===== config.mk =====
export PLATFORM = sky130hd
export DESIGN_NAME = compensator_fault_status_manager
export DESIGN_NICKNAME = d
export VERILOG_FILES = /design/src/common/fault_pkg.sv /design/src/common/fault_if.sv /design/src/compensator_fault_status_manager.sv /design/src/count_tracker.sv /design/src/reset_debounce.sv
export VERILOG_INCLUDE_DIRS = /design/src /design/src/common
export SDC_FILE = /design/constraint.sdc
export NUM_CORES = 1
export LEC_CHECK = 0
export BUFFER_PORTS_ARGS = -buffer_cell sky130_fd_sc_hd__clkbuf_2
export CORE_MARGIN = 2
export CORE_UTILIZATION = 30
export DETAILED_ROUTE_END_ITERATION = 8
export GPL_ROUTABILITY_DRIVEN = 0
export PLACE_DENSITY = 0.56
export SYNTH_ARGS = -nofsm -noshare
export SYNTH_HDL_FRONTEND = slang
export SYNTH_HIERARCHICAL = 1
export SYNTH_SLANG_ARGS = --single-unit

===== constraint.sdc =====
create_clock -name clk -period 6.55 [get_ports clk]
set_clock_uncertainty 0.1 [all_clocks]
set_input_delay 0.9825 -clock clk [delete_from_list [all_inputs] [get_ports clk]]
set_output_delay 0.9825 -clock clk [all_outputs]
set_load 0.02 [all_outputs]

===== src/common/fault_consts.svh =====
// What this block does
// - Every fault falls into one of four levels: system, error, warning, sensor.
// - The reset pin leaves a system fault and its indication untouched.
// - Only a power-on reset clears a system fault.
// - An error latches and clears after reset once its cause is gone.
// - Suspend asserts while unreferenced, injecting pulses, or after an algorithm failure.
// - Suspend follows its causes and drops as soon as none remain.
// - Warning never latches and drops as soon as its cause goes.
// - In advanced error mode a sensor failure asserts warning.
// - A sensor failure becomes an error only if that sensor has an active role.
// - Every unit with the failed sensor allocated reports the failure.
// - Input count is the raw encoder count accumulated since referencing.
// - Total compensation is encoder plus workpiece plus structure terms.
// - In linear encoder mode air temperature reads a fixed default.
// - Configuration mode keeps the error output asserted.
// - Suspend and warning outputs are active low.
// - Up to four parameter tables; the selection reads as 1 to 4.
//
// Purpose: constants for the fault status manager
// Assumes: 100 MHz clk
// Notes:   temperatures are in tenths of a degree Celsius
`ifndef FAULT_CONSTS_SVH
`define FAULT_CONSTS_SVH
`define CLK_MHZ             100
`define DEBOUNCE_TIME_US    1000
`define DEBOUNCE_CYCLES     (`DEBOUNCE_TIME_US * `CLK_MHZ)
`define SENSOR_COUNT        4
`define ERR_SRC_COUNT       4
`define COUNT_W             32
`define COMP_W              24
`define TEMP_W              16
`define AIR_DEFAULT_DECI_C  16'h00c8
`define TABLE_COUNT         3'h4
`define TABLE_FIRST         3'h1
`define SEV_CODE_NONE       3'h0
`endif


===== src/common/fault_pkg.sv =====
// Purpose: shared types of the fault status manager
// Assumes: fault_consts.svh defines the widths
// Notes:   severity order follows enum order
`include "fault_consts.svh"
package fault_pkg;
    typedef enum logic [2:0] {
        SEV_NONE,
        SEV_SYSTEM,
        SEV_ERROR,
        SEV_WARNING,
        SEV_SENSOR
    } sev_t;

    typedef enum logic [1:0] {
        DB_IDLE,
        DB_LOW_WAIT,
        DB_HELD
    } db_state_t;

    typedef logic signed [`COUNT_W-1:0] count_t;
    typedef logic signed [`COMP_W-1:0]  comp_t;
    typedef logic signed [`TEMP_W-1:0]  temp_t;
    typedef logic [`SENSOR_COUNT-1:0]   sensor_vec_t;
endpackage


===== src/common/fault_if.sv =====
// Purpose: carries clear requests and counts between the fault core and its helpers
// Assumes: one clock domain
// Notes:   none
interface fault_if;
    import fault_pkg::*;
    logic   clear_pulse;
    count_t raw_count;
    count_t out_count;
    count_t comp_sum;

    modport deb  (output clear_pulse);
    modport cnt  (output raw_count, output out_count, output comp_sum);
    modport core (input clear_pulse, input raw_count,
                  input out_count, input comp_sum);
endinterface


===== src/compensator_fault_status_manager.sv =====
// Purpose: fault severity sorting and auxiliary status lines for one axis
// Assumes: rst is the power-on reset; fault inputs come from logic on clk
// Notes:   only aux_reset_n is a pin and is synchronised in the helper
`include "fault_consts.svh"
module compensator_fault_status_manager
    import fault_pkg::*;
#(
    parameter int unsigned DEBOUNCE_CYCLES = `DEBOUNCE_CYCLES
) (
    input  wire logic                      clk,
    input  wire logic                      rst,
    input  wire logic                      aux_reset_n,
    input  wire logic                      config_mode,
    input  wire logic                      advanced_mode,
    input  wire logic                      linear_mode,
    input  wire logic                      integrity_fail,
    input  wire logic [`ERR_SRC_COUNT-1:0] error_cause,
    input  wire logic                      awaiting_reference,
    input  wire logic                      injecting_pulses,
    input  wire logic                      algorithm_failed,
    input  wire logic                      warning_cause,
    input  wire sensor_vec_t               sensor_failed,
    input  wire sensor_vec_t               sensor_allocated,
    input  wire sensor_vec_t               sensor_active_role,
    input  wire logic                      ref_strobe,
    input  wire logic                      enc_step,
    input  wire logic                      enc_down,
    input  wire comp_t                     enc_comp,
    input  wire comp_t                     wp_comp,
    input  wire comp_t                     struct_comp,
    input  wire temp_t                     live_air_temp,
    input  wire logic [1:0]                table_index,
    output logic                           critical_system_fault,
    output logic                           error_out,
    output logic                           suspend_out_n,
    output logic                           warning_out_n,
    output logic [2:0]                     severity_level,
    output sensor_vec_t                    sensor_fail_report,
    output logic [`ERR_SRC_COUNT-1:0]      error_cause_latched,
    output count_t                         raw_encoder_count,
    output count_t                         compensated_output_count,
    output count_t                         total_compensation_applied,
    output temp_t                          air_temperature_reading,
    output logic [2:0]                     selected_parameter_table
);
    fault_if link ();

    reset_debounce #(
        .DEBOUNCE_CYCLES (DEBOUNCE_CYCLES)
    ) u_debounce (
        .clk         (clk),
        .rst         (rst),
        .aux_reset_n (aux_reset_n),
        .bus         (link.deb)
    );

    count_tracker u_counts (
        .clk         (clk),
        .rst         (rst),
        .ref_strobe  (ref_strobe),
        .enc_step    (enc_step),
        .enc_down    (enc_down),
        .enc_comp    (enc_comp),
        .wp_comp     (wp_comp),
        .struct_comp (struct_comp),
        .bus         (link.cnt)
    );

    typedef struct packed {
        logic                      sys_fault;
        logic [`ERR_SRC_COUNT-1:0] err_latch;
        logic                      sensor_err_latch;
        logic                      error_line;
        logic                      suspend_n;
        logic                      warning_n;
        sev_t                      severity;
        sensor_vec_t               sensor_report;
        count_t                    raw;
        count_t                    out;
        count_t                    comp;
        temp_t                     air;
        logic [2:0]                table_sel;
    } core_t;

    core_t s_q, s_d;

    // Failures of sensors this unit has allocated
    sensor_vec_t seen_fail;
    // Failures that sit on sensors with an active compensation role
    sensor_vec_t role_fail;

    genvar gi;
    generate
        for (gi = 0; gi < `SENSOR_COUNT; gi++) begin : g_sensor
            assign seen_fail[gi] = sensor_failed[gi] & sensor_allocated[gi];
            assign role_fail[gi] = seen_fail[gi] & sensor_active_role[gi];
        end
    endgenerate

    logic any_sensor_fail;
    logic any_role_fail;
    logic suspend_cause;
    logic warn_now;

    assign any_sensor_fail = |seen_fail;
    assign any_role_fail   = |role_fail;
    assign suspend_cause   = awaiting_reference | injecting_pulses | algorithm_failed;
    assign warn_now        = warning_cause | (advanced_mode & any_sensor_fail);

    always_comb begin
        s_d = s_q;

        // Nothing but rst clears this flag; the pin path never touches it
        if (integrity_fail) begin
            s_d.sys_fault = 1'b1;
        end

        // Clear only sources whose cause is gone; a new event wins over the clear
        for (int i = 0; i < `ERR_SRC_COUNT; i++) begin
            if (error_cause[i]) begin
                s_d.err_latch[i] = 1'b1;
            end else if (link.clear_pulse) begin
                s_d.err_latch[i] = 1'b0;
            end
        end

        if (any_role_fail) begin
            s_d.sensor_err_latch = 1'b1;
        end else if (link.clear_pulse) begin
            s_d.sensor_err_latch = 1'b0;
        end

        // System fault drives error too, and the clear pulse cannot drop it
        s_d.error_line = s_d.sys_fault | (|s_d.err_latch) | s_d.sensor_err_latch
                         | config_mode;

        // Both lines are live levels, never latched
        s_d.suspend_n = ~suspend_cause;
        s_d.warning_n = ~warn_now;

        // Report the most severe level present
        if (s_d.sys_fault) begin
            s_d.severity = SEV_SYSTEM;
        end else if ((|s_d.err_latch) | s_d.sensor_err_latch) begin
            s_d.severity = SEV_ERROR;
        end else if (warning_cause) begin
            s_d.severity = SEV_WARNING;
        end else if (any_sensor_fail) begin
            s_d.severity = SEV_SENSOR;
        end else begin
            s_d.severity = SEV_NONE;
        end

        s_d.sensor_report = seen_fail;

        s_d.raw  = link.raw_count;
        s_d.out  = link.out_count;
        s_d.comp = link.comp_sum;

        // Linear scales have no refractive index path, so no live air sensor
        s_d.air = linear_mode ? `AIR_DEFAULT_DECI_C : live_air_temp;

        // Index 0..3 reports as table 1..4
        s_d.table_sel = `TABLE_FIRST + {1'b0, table_index};
    end

    always_ff @(posedge clk) begin
        if (rst) begin
            s_q.sys_fault        <= 1'b0;
            s_q.err_latch        <= '0;
            s_q.sensor_err_latch <= 1'b0;
            s_q.error_line       <= 1'b0;
            s_q.suspend_n        <= 1'b1;
            s_q.warning_n        <= 1'b1;
            s_q.severity         <= SEV_NONE;
            s_q.sensor_report    <= '0;
            s_q.raw              <= '0;
            s_q.out              <= '0;
            s_q.comp             <= '0;
            s_q.air              <= `AIR_DEFAULT_DECI_C;
            s_q.table_sel        <= `TABLE_FIRST;
        end else begin
            s_q <= s_d;
        end
    end

    assign critical_system_fault      = s_q.sys_fault;
    assign error_out                  = s_q.error_line;
    assign suspend_out_n              = s_q.suspend_n;
    assign warning_out_n              = s_q.warning_n;
    assign severity_level             = s_q.severity;
    assign sensor_fail_report         = s_q.sensor_report;
    assign error_cause_latched        = s_q.err_latch;
    assign raw_encoder_count          = s_q.raw;
    assign compensated_output_count   = s_q.out;
    assign total_compensation_applied = s_q.comp;
    assign air_temperature_reading    = s_q.air;
    assign selected_parameter_table   = s_q.table_sel;
endmodule


===== src/count_tracker.sv =====
// Purpose: raw and compensated position counts, total compensation
// Assumes: step inputs are one-cycle pulses on clk
// Notes:   counts wrap in two's complement
`include "fault_consts.svh"
module count_tracker
    import fault_pkg::*;
(
    input  wire logic clk,
    input  wire logic rst,
    input  wire logic ref_strobe,
    input  wire logic enc_step,
    input  wire logic enc_down,
    input  comp_t     enc_comp,
    input  comp_t     wp_comp,
    input  comp_t     struct_comp,
    fault_if.cnt      bus
);
    typedef struct packed {
        count_t raw;
        count_t sum;
        count_t out;
    } ct_t;

    ct_t s_q, s_d;

    always_comb begin
        s_d = s_q;
        if (ref_strobe) begin
            s_d.raw = '0;
        end else if (enc_step) begin
            s_d.raw = enc_down ? count_t'(s_q.raw - 1) : count_t'(s_q.raw + 1);
        end
        s_d.sum = count_t'(enc_comp) + count_t'(wp_comp) + count_t'(struct_comp);
        s_d.out = count_t'(s_q.raw + s_q.sum);
    end

    always_ff @(posedge clk) begin
        if (rst) begin
            s_q <= '0;
        end else begin
            s_q <= s_d;
        end
    end

    assign bus.raw_count = s_q.raw;
    assign bus.comp_sum  = s_q.sum;
    assign bus.out_count = s_q.out;
endmodule


===== src/reset_debounce.sv =====
// Purpose: synchronise and debounce the active-low auxiliary reset pin
// Assumes: pin is asynchronous to clk
// Notes:   one clear pulse per accepted low level
`include "fault_consts.svh"
module reset_debounce
    import fault_pkg::*;
#(
    parameter int unsigned DEBOUNCE_CYCLES = `DEBOUNCE_CYCLES
) (
    input  wire logic clk,
    input  wire logic rst,
    input  wire logic aux_reset_n,
    fault_if.deb      bus
);
    typedef struct packed {
        logic        sync1;
        logic        sync2;
        db_state_t   state;
        logic [31:0] cnt;
        logic        pulse;
    } db_t;

    db_t s_q, s_d;

    always_comb begin
        s_d       = s_q;
        s_d.sync1 = aux_reset_n;
        s_d.sync2 = s_q.sync1;
        s_d.pulse = 1'b0;
        case (s_q.state)
            DB_IDLE: begin
                s_d.cnt = 32'h0;
                if (!s_q.sync2) begin
                    s_d.state = DB_LOW_WAIT;
                end
            end
            DB_LOW_WAIT: begin
                if (s_q.sync2) begin
                    s_d.state = DB_IDLE;
                end else if (s_q.cnt >= DEBOUNCE_CYCLES - 1) begin
                    s_d.state = DB_HELD;
                    s_d.pulse = 1'b1;
                end else begin
                    s_d.cnt = s_q.cnt + 32'h1;
                end
            end
            DB_HELD: begin
                // Held low gives no further pulses; release must be seen first
                if (s_q.sync2) begin
                    s_d.state = DB_IDLE;
                end
            end
            default: s_d.state = DB_IDLE;
        endcase
    end

    always_ff @(posedge clk) begin
        if (rst) begin
            s_q <= '{sync1: 1'b1, sync2: 1'b1, state: DB_IDLE, cnt: 32'h0,
                     pulse: 1'b0};
        end else begin
            s_q <= s_d;
        end
    end

    assign bus.clear_pulse = s_q.pulse;
endmodule

==> impl_metrics.csv, run 1 <==
group,metric,value,unit
timing,setup_tns,0,ns
status,status,"completed",
clocking,path_clk_slew,0.06,ns
setup_path,path_common_cell,"fa_1",
clocking,cts-root-buf,"clkbuf_16",
setup_path,rr_worst_depth,11,
setup_path,worstPathCellList,"clkbuf_2, fa_1, ha_1, fa_1, a21o_1, a21oi_1, o21ai_0, a211o_1, a31o_2, a211oi_1, o41ai_1, nand2_1, nor3b_1",
setup_path,cp_data_required_time,6.94,ns
global_routing,grt_pass1_vias,10100,
synth,yosys.area.top_type_share,37.9,%
die,die_h,217,um
setup_path,r2r_end,"u_counts/bus.out_count[30]",
synth,synth_top_area_cell,"dfxtp_1",
clocking,post_cts_buffers,0,
die,fp.dieW,217,um
clocking,htreeDepth,1,
timing,period_share,60.0,%
synth,yosysWarnings,6,
synth,syn_area,0.0136,sq mm
clocking,insertion_delay,0.57,ns
setup_path,cp-start-kind,"input port",
route,met2_length,15.2,mm
route,topRoutingLayerUsed,"met5",
synth,yosysSeqAreaShare,37.9,%
route,wl_met1,14.7,mm
timing,rsz0062_at_grt,"false",
synth,synthCells,1464,
timing,maxSlewViolCount,0,
clocking,cts_sinks,258,
die,rows,78,
synth,ys_ff_latch,258,
placed_design,hpwl,24.8,mm
die,initial_core_util,30.2,%
timing,setup_viol_count_final,0,
pwr,power.density,300,mW/mm^2
finish,areaGrowthSynthToFinish,14.9,%
clocking,cts_tree,"done",
route,drt-wirelength-per-cell,15.0,um
global_routing,grt_use_total,13.5,%
worst_hold_path,hp-class,"flip-flop to flip-flop",
worst_hold_path,holdPathStages,1,
route,avgViaCountPerCell,4.76,
clocking,ctsHoldBuffers,0,
route,wl,33.0,mm
route,dr_total_vias,10500,
clocking,cts_resized,0,
route,drtAntennaViolNets,0,
synth,async_flop_share,0,%
route,drt_iter0_drc,517,
setup_path,worst-path-buf-inv,1,
worst_hold_path,whs_endpoint,"u_debounce/s_q[35]",
placed_design,io_buffers,249,
finish,final_nets,1806,
global_routing,antenna_found_initial,2,
finish,utilization,34.7,%
global_routing,globalRouteOverflowTotal,0,
finish,fillerInstances,4652,
synth,synth_edf_count,0,
placed_design,placed_area,0.0145,sq mm
timing,final_hold_viol_count,0,
pwr,vdd_drop_max,174,uV
timing,fmax,254,MHz
timing,finalCriticalPeriod,3.93,ns
die,io-pin-count,250,
finish,fin_area,0.0157,sq mm
setup_path,worstPathArrival,4.32,ns
route,drcViolationCount,0,
die,die_area,0.0471,sq mm
timing,worst_pin_slew,1.07,ns
setup_path,path_max_fanout,3,
synth,synthDistinctLibCells,89,
setup_path,worst-r2r-setup-slack,3.22,ns
clocking,clock_path_buffers,3,
synth,synth.avg_cell_area,9.31,sq um
setup_path,max_stage_delay,0.47,ns
global_routing,grt_pass1_wl,52.0,mm
timing,relSlewSlack,27.1,%
synth,synth_flop_cell,"dfxtp_1",
setup_path,cp_top_family,"compound AO/OA/AOI/OAI gates",
pwr,p_leak,0.00708,uW
finish,layout-drive-gt1-share,21.5,%
pwr,total_power,4690,uW
setup_path,r2r-start,"u_counts/bus.raw_count[0]",
synth,synth_area_leaders,"dfxtp_1 (38%), ha_1 (8.0%), buf_4 (7.3%)",
die,coreArea,0.0451,sq mm
synth,syn-num-nets,1698,
setup_path,setup.worst_path.class,"input port to flip-flop",
setup_path,endpoint_kind,"flip-flop",
worst_hold_path,holdCritStartpoint,"u_debounce/s_d[35]",
global_routing,grt_start_max_net_pins,121,
route,first_pass_iters,7,
route,routed-wl-met3,2.32,mm
clocking,cts_buffers,31,
setup_path,critPathSlowestCell,"fa_1",
run,cap_violations,0,
cells in the final DEF, fill, tap and decap left out, types with 5 or more instances in the layout:
| cell type | netlist | layout |
|---|---|---|
| nor4_1 | 11 | 11 |
| nor3_1 | 19 | 18 |
| nand2_1 | 67 | 67 |
| o21ai_0 | 42 | 42 |
| o211ai_1 | 9 | 9 |
| clkbuf_8 | 0 | 5 |
| xnor2_1 | 35 | 35 |
| and4_1 | 6 | 6 |
| a211oi_1 | 15 | 15 |
| and3_1 | 10 | 10 |
| nand2b_1 | 17 | 17 |
| or3_1 | 11 | 11 |
| nand4_1 | 16 | 16 |
| fa_1 | 27 | 27 |
| a21o_1 | 40 | 40 |
| a21oi_1 | 82 | 82 |
| and2b_1 | 21 | 21 |
| a31o_2 | 6 | 6 |
| mux2i_1 | 12 | 12 |
| a41oi_1 | 6 | 6 |
| ha_1 | 87 | 87 |
| dfxtp_1 | 258 | 258 |
| clkinv_2 | 0 | 5 |
| bufinv_16 | 0 | 8 |
| o31ai_1 | 6 | 6 |
| clkbuf_2 | 0 | 248 |
| nor2b_1 | 95 | 95 |
| a31oi_1 | 19 | 19 |
| or2_2 | 7 | 7 |
| nor2_1 | 137 | 137 |
| o21a_1 | 8 | 8 |
| clkbuf_16 | 0 | 31 |
| inv_1 | 31 | 31 |
| xor2_1 | 35 | 35 |
| and2_1 | 34 | 34 |
| nand3_1 | 26 | 26 |
| a211o_1 | 8 | 8 |
kinds of logic after synthesis:
| family | synth area share [%] |
|---|---|
| simple gates | 19.3 |
| flops | 37.9 |
| xor+xnor | 4.50 |
| buf+inv | 9.44 |
| mux | 0.964 |
| fa+ha+maj | 12.0 |
| compound gates | 15.9 |
state kept, by name, summed over array words and instances, names as in the netlist, 3 cells and up:
register and count:
u_counts/bus.raw_count 32, air_temperature_reading 16, error_cause_latched 4, raw_encoder_count 32, sensor_fail_report 4, u_debounce/s_q 35, u_counts/bus.out_count 32, u_counts/bus.comp_sum 26
severity_level 3, compensated_output_count 32, total_compensation_applied 32, selected_parameter_table 3
layout make-up:
class	count	area [sq um]	area share, %
inverters	32	120	0.768
clock buffers	39	856	5.47
multi-input cells	999	7180	45.9
diodes	1	2.50	0.0160
repair buffers	250	1260	8.05
well taps	600	751	4.80
flip-flops and latches	258	5160	33.0
clock inverters	19	317	2.02
metal layers:
layer  global-route usage (%)  vias to the layer above
met5                        0                        -
met4                     3.90                        2
met3                     2.96                       42
met2                     22.8                      314
met1                     17.2                     4900
li1                         -                     5211
power breakdown:
| part | switching [uW] | total, uW | internal (uW) | leakage [uW] |
|---|---|---|---|---|
| registers | 88.6 | 1810 | 1720 | 0.00211 |
| clock network | 697 | 1940 | 1240 | 0.000576 |
| logic | 547 | 944 | 398 | 0.00439 |
| total | 1330 | 4690 | 3360 | 0.00708 |
how the worst max path moves through the flow:
stage | cells after the start | startpoint | slack [ns] | endpoint
after floorplan | 12 | enc_comp[1] | 2.59 | u_counts/bus.comp_sum[23]
after global placement | 13 | enc_comp[1] | 2.08 | u_counts/bus.comp_sum[23]
after detailed placement | 13 | enc_comp[1] | 2.00 | u_counts/bus.comp_sum[23]
after CTS | 13 | enc_comp[1] | 2.62 | u_counts/bus.comp_sum[23]
after global routing | 10 | enc_down | 2.28 | u_counts/bus.raw_count[15]
final | 13 | enc_comp[1] | 2.62 | u_counts/bus.comp_sum[23]
stage by stage:
| stage | hold slack, ns | cells | worst slack, ns |
|---|---|---|---|
| 2_1_floorplan | 0.289 | 1464 | 2.59 |
| 3_3_place_gp | 0.300 | 2139 | 2.08 |
| 3_5_place_dp | 0.294 | 2139 | 2.00 |
| 4_1_cts | 0.324 | 2197 | 2.62 |
| 5_1_grt | 0.334 | 2197 | 2.28 |
| 6_report | 0.328 | 2198 | 2.62 |
cells in the mapped netlist, types with 11 or more instances:
master    count
a211oi_1     15
a21o_1       40
a21oi_1      82
a31oi_1      19
and2_1       34
and2b_1      21
buf_4       133
clkbuf_1     37
dfxtp_1     258
fa_1         27
ha_1         87
inv_1        31
mux2i_1      12
nand2_1      67
nand2b_1     17
nand3_1      26
nand4_1      16
nor2_1      137
nor2b_1      95
nor3_1       19
nor4_1       11
o21ai_0      42
or3_1        11
xnor2_1      35
xor2_1       35
worst reg2reg max path, cell delays in order (launching register included):
cell and delay, ns:
dfxtp_1 0.38, ha_1 0.28, fa_1 0.41, a21o_1 0.21
nand3_1 0.11, a21boi_1 0.12, a21bo_2 0.28, a41o_4 0.33
a31oi_4 0.24, o21bai_2 0.12, a311oi_2 0.28, mux2_1 0.35
Note: power is estimated with default switching activity, not from simulation.
==> inputs of run 2 (changes only) <==
--- a/config.mk
+++ b/config.mk
@@ -11,7 +11,7 @@
 export CORE_UTILIZATION = 30
 export DETAILED_ROUTE_END_ITERATION = 8
 export GPL_ROUTABILITY_DRIVEN = 0
-export PLACE_DENSITY = 0.56
+export PLACE_DENSITY = 0.58
 export SYNTH_ARGS = -nofsm -noshare
 export SYNTH_HDL_FRONTEND = slang
 export SYNTH_HIERARCHICAL = 1
==> constraint.sdc (replaced) <==
create_clock -name clk -period 3.5 [get_ports clk]
set_clock_uncertainty 0.1 [all_clocks]
set_input_delay 0.525 -clock clk [delete_from_list [all_inputs] [get_ports clk]]
set_output_delay 0.525 -clock clk [all_outputs]
set_load 0.02 [all_outputs]
==> run 2 against run 1 <==
  * Hold slack worse by 0.29 ns
  * Clock power grew 85%
  * Power increased by 88%
  * Count of clock-buffer cells in the layout decreased by 2
  * Sequential share of layout area shrank 0.74 points
  * Critical endpoint unchanged
  * Critical path depth unchanged
==> impl_metrics.csv, run 2 (same netlist as run 1, synthesis figures left out) <==
group,metric,value,unit
finish,diodes,0,
placed_design,io_buffers,249,
timing,fmax,308,MHz
route,drt_iter0_drc,473,
clocking,insertion_delay,0.57,ns
clocking,clock_path_buffers,3,
finish,final_common_cell,"dfxtp_1",
setup_path,r2r_end,"u_counts/bus.out_count[30]",
timing,period_share,92.7,%
worst_hold_path,holdPathStages,2,
setup_path,rr_worst_depth,11,
setup_path,cp_data_required_time,3.90,ns
route,drt-wirelength-per-cell,14.7,um
clocking,cts_tree,"done",
clocking,ctsHoldBuffers,0,
setup_path,startpoint,"enc_comp[1]",
timing,maxSlewViolCount,0,
route,wl,33.0,mm
timing,rsz0062_at_grt,"false",
clocking,cts_sinks,258,
finish,areaGrowthSynthToFinish,17.5,%
die,fp.dieW,217,um
timing,setup_viol_count_final,0,
finish,fillerInstances,4623,
route,drtAntennaViolNets,0,
timing,final_hold_viol_count,0,
die,coreArea,0.0451,sq mm
timing,finalCriticalPeriod,3.25,ns
finish,final_nets,1854,
worst_hold_path,whs_endpoint,"selected_parameter_table[0]",
finish,utilization,35.5,%
setup_path,cp-start-kind,"input port",
worst_hold_path,hp-class,"input port to flip-flop",
die,initial_core_util,30.2,%
global_routing,globalRouteOverflowTotal,0,
global_routing,grt_pass1_wl,52.7,mm
clocking,htreeDepth,1,
placed_design,hpwl,25.2,mm
global_routing,grt_use_total,13.7,%
setup_path,worstPathArrival,3.64,ns
clocking,post_cts_buffers,0,
die,io-pin-count,250,
setup_path,r2r-start,"u_counts/bus.comp_sum[0]",
die,die_h,217,um
setup_path,endpoint_kind,"flip-flop",
pwr,power.density,552,mW/mm^2
status,status,"completed",
clocking,cts_resized,0,
route,first_pass_iters,5,
finish,top_register,"u_debounce/s_q",
setup_path,setup.worst_path.class,"input port to flip-flop",
setup_path,worst-r2r-setup-slack,0.27,ns
clocking,cts_buffers,31,
pwr,vdd_drop_max,279,uV
route,avgViaCountPerCell,4.70,
finish,layout-drive-gt1-share,23.7,%
timing,worst_pin_slew,0.862,ns
clocking,path_clk_slew,0.06,ns
setup_path,path_max_fanout,3,
route,drcViolationCount,0,
finish,largest_register_ffs,35,
global_routing,grt_pass1_vias,10300,
finish,layout_common_cells,"dfxtp_1 (258), clkbuf_2 (248), nor2_1 (137)",
worst_hold_path,holdCritStartpoint,"table_index[0]",
global_routing,grt_start_max_net_pins,105,
timing,timing.hold.ws,0.0393,ns
route,dr_total_vias,10600,
pwr,p_leak,0.00729,uW
run,cap_violations,0,
die,rows,78,
global_routing,antenna_found_initial,1,
die,die_area,0.0471,sq mm
clocking,cts-root-buf,"clkbuf_16",
timing,relSlewSlack,42.3,%
[run 2: worst max path at each step]
stage | end | slack, ns | cells after the start
finish | u_counts/bus.comp_sum[23] | 0.25 | 13
detailed placement | u_counts/bus.comp_sum[23] | -0.39 | 13
global route | u_counts/bus.comp_sum[23] | 0.004 | 13
CTS | u_counts/bus.comp_sum[23] | 0.23 | 13
floorplan | u_counts/bus.comp_sum[23] | 0.05 | 12
global placement | u_counts/bus.comp_sum[23] | -0.32 | 13
[run 2: final cells by class]
| cell class | instances | area (sq um) | share of cell area [%] |
|---|---|---|---|
| multi-input combinational | 999 | 7180 | 44.8 |
| sequential | 258 | 5160 | 32.3 |
| timing repair buffer | 298 | 1630 | 10.2 |
| clock buffer | 37 | 818 | 5.11 |
| tap | 600 | 751 | 4.69 |
| clock inverter | 20 | 343 | 2.14 |
| inverter | 32 | 120 | 0.750 |
[run 2: worst max-delay path: stages]
cell      delay, ns
clkbuf_2       0.09
fa_1           0.47
ha_1           0.24
fa_1           0.41
a21o_1         0.19
a21oi_1        0.22
o21ai_0        0.19
a211o_1        0.34
a31o_2         0.28
a211oi_2       0.28
o41ai_1        0.12
nand2_1        0.10
nor3b_1        0.17
[run 2: report_power, final]
| group | switching (uW) | leakage, uW | total [uW] | internal, uW |
|---|---|---|---|---|
| registers | 161 | 0.00211 | 3380 | 3220 |
| clock network | 1320 | 0.000548 | 3590 | 2270 |
| logic | 1040 | 0.00463 | 1860 | 819 |
[run 2: per-layer routing]
| metal | vias to the layer above | wire length, um | track usage, % |
|---|---|---|---|
| li1 | 5291 | - | - |
| met1 | 4884 | 15100 | 17.9 |
| met2 | 320 | 15000 | 22.8 |
| met3 | 53 | 2100 | 2.53 |
| met4 | 2 | 767 | 4.02 |
| met5 | - | 11 | 0 |
[run 2: through the flow]
step                setup slack [ns]  TNS, ns  instance area, sq um  total power (uW)  std cells
global placement              -0.324    -1.41                 14800              5290       2187
finish                         0.254        0                 16000              8830       2244
detailed placement            -0.390    -1.79                 14800              5310       2187
floorplan                     0.0521        0                 13600              4830       1464
global route                 0.00421        0                 16000              9340       2244
CTS                            0.228        0                 16000              8970       2244
==> inputs of run 3 (changes only) <==
--- a/config.mk
+++ b/config.mk
@@ -11,7 +11,7 @@
 export CORE_UTILIZATION = 30
 export DETAILED_ROUTE_END_ITERATION = 8
 export GPL_ROUTABILITY_DRIVEN = 0
-export PLACE_DENSITY = 0.58
+export PLACE_DENSITY = 0.56
 export SYNTH_ARGS = -nofsm -noshare
 export SYNTH_HDL_FRONTEND = slang
 export SYNTH_HIERARCHICAL = 1
==> constraint.sdc (replaced) <==
create_clock -name clk -period 3.4 [get_ports clk]
set_clock_uncertainty 0.1 [all_clocks]
set_input_delay 0.51 -clock clk [delete_from_list [all_inputs] [get_ports clk]]
set_output_delay 0.51 -clock clk [all_outputs]
set_load 0.02 [all_outputs]
==> run 3 against run 2 <==
  * Count of clock-buffer cells in the layout is 1 lower
  * Die area did not move
  * Worst setup slack got worse by 0.057 ns
  * Via count rose by 1.5%
  * Register-to-register slack worse by 0.07 ns
  * Sequential share of layout area shrank 0.54 points
  * Power rose by 1.7%
  * Combinational power increased by 7%
  * Final cell count grew 1.9%
  * Non-clock buffer count rose by 43
  * Clock power down 2%
  * Highest routed layer unchanged
==> impl_metrics.csv, run 3 (same netlist as run 1, synthesis figures left out) <==
group,metric,value,unit
global_routing,grt_pass1_wl,54.0,mm
clocking,cts_tree,"done",
setup_path,setup.worst_path.class,"flip-flop to flip-flop",
pwr,power.density,552,mW/mm^2
die,io-pin-count,250,
timing,relSlewSlack,45.5,%
finish,areaGrowthSynthToFinish,19.5,%
die,die_h,217,um
placed_design,place_inst,2225,
finish,final_cells,2287,
setup_path,startpoint,"u_counts/bus.comp_sum[0]",
finish,final_nets,1897,
setup_path,worstPathArrival,3.55,ns
route,drt-wirelength-per-cell,14.8,um
timing,rsz0062_at_grt,"false",
finish,layout-drive-gt1-share,25.7,%
route,dr_total_vias,10700,
finish,utilization,36.1,%
route,drcViolationCount,0,
setup_path,cp_data_required_time,3.75,ns
setup_path,endpoint_kind,"flip-flop",
global_routing,grt_pass1_vias,10600,
pwr,p_int,6350,uW
die,coreArea,0.0451,sq mm
clocking,htreeDepth,1,
route,first_pass_iters,5,
setup_path,worstPathCellList,"ha_1, fa_1, a21o_1, nand3_1, a21boi_1, a21bo_2, a41o_4, a31oi_4, o21bai_2, a311oi_2, mux2_1",
die,die_area,0.0471,sq mm
route,drtAntennaViolNets,0,
finish,diodes,0,
clocking,path_clk_slew,0.06,ns
setup_path,max_stage_delay,0.42,ns
timing,maxSlewViolCount,0,
timing,fmax,312,MHz
clocking,clock_path_buffers,3,
die,rows,78,
die,fp.dieW,217,um
setup_path,endpoint,"u_counts/bus.out_count[30]",
timing,worst_pin_slew,0.814,ns
timing,setup_viol_count_final,0,
finish,fillerInstances,4644,
timing,period_share,94.2,%
pwr,p_leak,0.00749,uW
finish,top_register,"u_debounce/s_q",
setup_path,worst-r2r-setup-slack,0.20,ns
pwr,combPwrFrac,22.1,%
status,status,"completed",
finish,layout_common_cells,"dfxtp_1 (258), clkbuf_2 (248), nor2_1 (136)",
setup_path,rr_worst_depth,11,
setup_path,critPathSlowestCell,"fa_1",
placed_design,io_buffers,249,
setup_path,path_max_fanout,5,
global_routing,grt_start_max_net_pins,65,
route,wl,33.8,mm
global_routing,globalRouteOverflowTotal,0,
pwr,total_power,8980,uW
pwr,p_clk_share,39.1,%
pwr,switching_share,29.2,%
finish,final_common_cell,"dfxtp_1",
setup_path,r2r_end,"u_counts/bus.out_count[30]",
finish,largest_register_ffs,35,
timing,final_hold_viol_count,0,
worst_hold_path,hp-class,"input port to flip-flop",
timing,finalCriticalPeriod,3.20,ns
global_routing,grt_use_total,14.0,%
die,initial_core_util,30.2,%
route,drt_iter0_drc,562,
timing,setup_tns,0,ns
pwr,sequentialPowerShare,38.7,%
clocking,insertion_delay,0.57,ns
route,avgViaCountPerCell,4.68,
timing,timing.hold.ws,0.0385,ns
placed_design,hpwl,25.9,mm
clocking,post_cts_buffers,0,
setup_path,cp-start-kind,"flip-flop",
clocking,cts_buffers,31,
clocking,cts-root-buf,"clkbuf_16",
clocking,cts_sinks,258,
pwr,vdd_drop_max,329,uV
run,cap_violations,0,
setup_path,r2r-start,"u_counts/bus.comp_sum[0]",
global_routing,antenna_found_initial,1,
pwr,power_switching,2630,uW
-- run 3: per-layer routing --
metal	vias up	wire (um)	GRT usage, %
met5	-	10	0
met4	2	745	4.06
met3	55	2030	2.53
met2	287	15800	24.2
met1	4970	15200	17.8
li1	5393	-	-
-- run 3: power by group through the flow --
stage | clock [uW] | sequential [uW] | combinational, uW
after floorplan | 0 | 3460 | 1520
after global placement | 0 | 3560 | 1970
after CTS | 3650 | 3490 | 2000
final | 3510 | 3480 | 1990
after global routing | 3780 | 3510 | 2220
after detailed placement | 0 | 3550 | 1990
-- run 3: what timing repair did --
action | in CTS | in global routing
resized for setup | 0 | 2
hold buffers | 5 | 0
setup endpoints to repair | 0 | 2
hold endpoints to repair | 4 | 0
-- run 3: worst min path at each step --
stage	from	endpoint	slack (ns)	cells past startpoint
after floorplan	u_debounce/s_d[35]	u_debounce/s_q[35]	0.29	1
after global placement	u_debounce/s_d[35]	u_debounce/s_q[35]	0.30	1
after detailed placement	u_debounce/s_d[35]	u_debounce/s_q[35]	0.31	1
after CTS	aux_reset_n	u_debounce/s_d[35]	0.004	2
after global routing	live_air_temp[10]	air_temperature_reading[10]	0.03	2
final	aux_reset_n	u_debounce/s_d[35]	0.04	2
-- run 3: area by class of cell --
type | count | area, sq um | share of cell area, %
timing repair buffer | 341 | 1960 | 12.0
sequential | 258 | 5160 | 31.7
inverter | 32 | 120 | 0.738
clock buffer | 36 | 835 | 5.13
tap | 600 | 751 | 4.61
multi-input combinational | 999 | 7190 | 44.2
clock inverter | 21 | 264 | 1.62
-- run 3: per-stage QoR --
step           worst slack, ns  cell area, sq um
2_1_floorplan           0.0212             13600
3_3_place_gp            -0.336             15100
4_1_cts                  0.131             16300
6_report                 0.197             16300
5_1_grt                 0.0349             16300
3_5_place_dp            -0.398             15100
-- run 3: worst max-delay path: cells and delay by family, from the launching register on --
| family | cells | cell delay (ns) |
|---|---|---|
| AND/OR/NAND/NOR | 1 | 0.12 |
| multiplexers | 1 | 0.35 |
| adder cells (fa/ha/maj) | 2 | 0.66 |
| AO/OA/AOI/OAI | 7 | 1.52 |
| flip-flops | 1 | 0.33 |
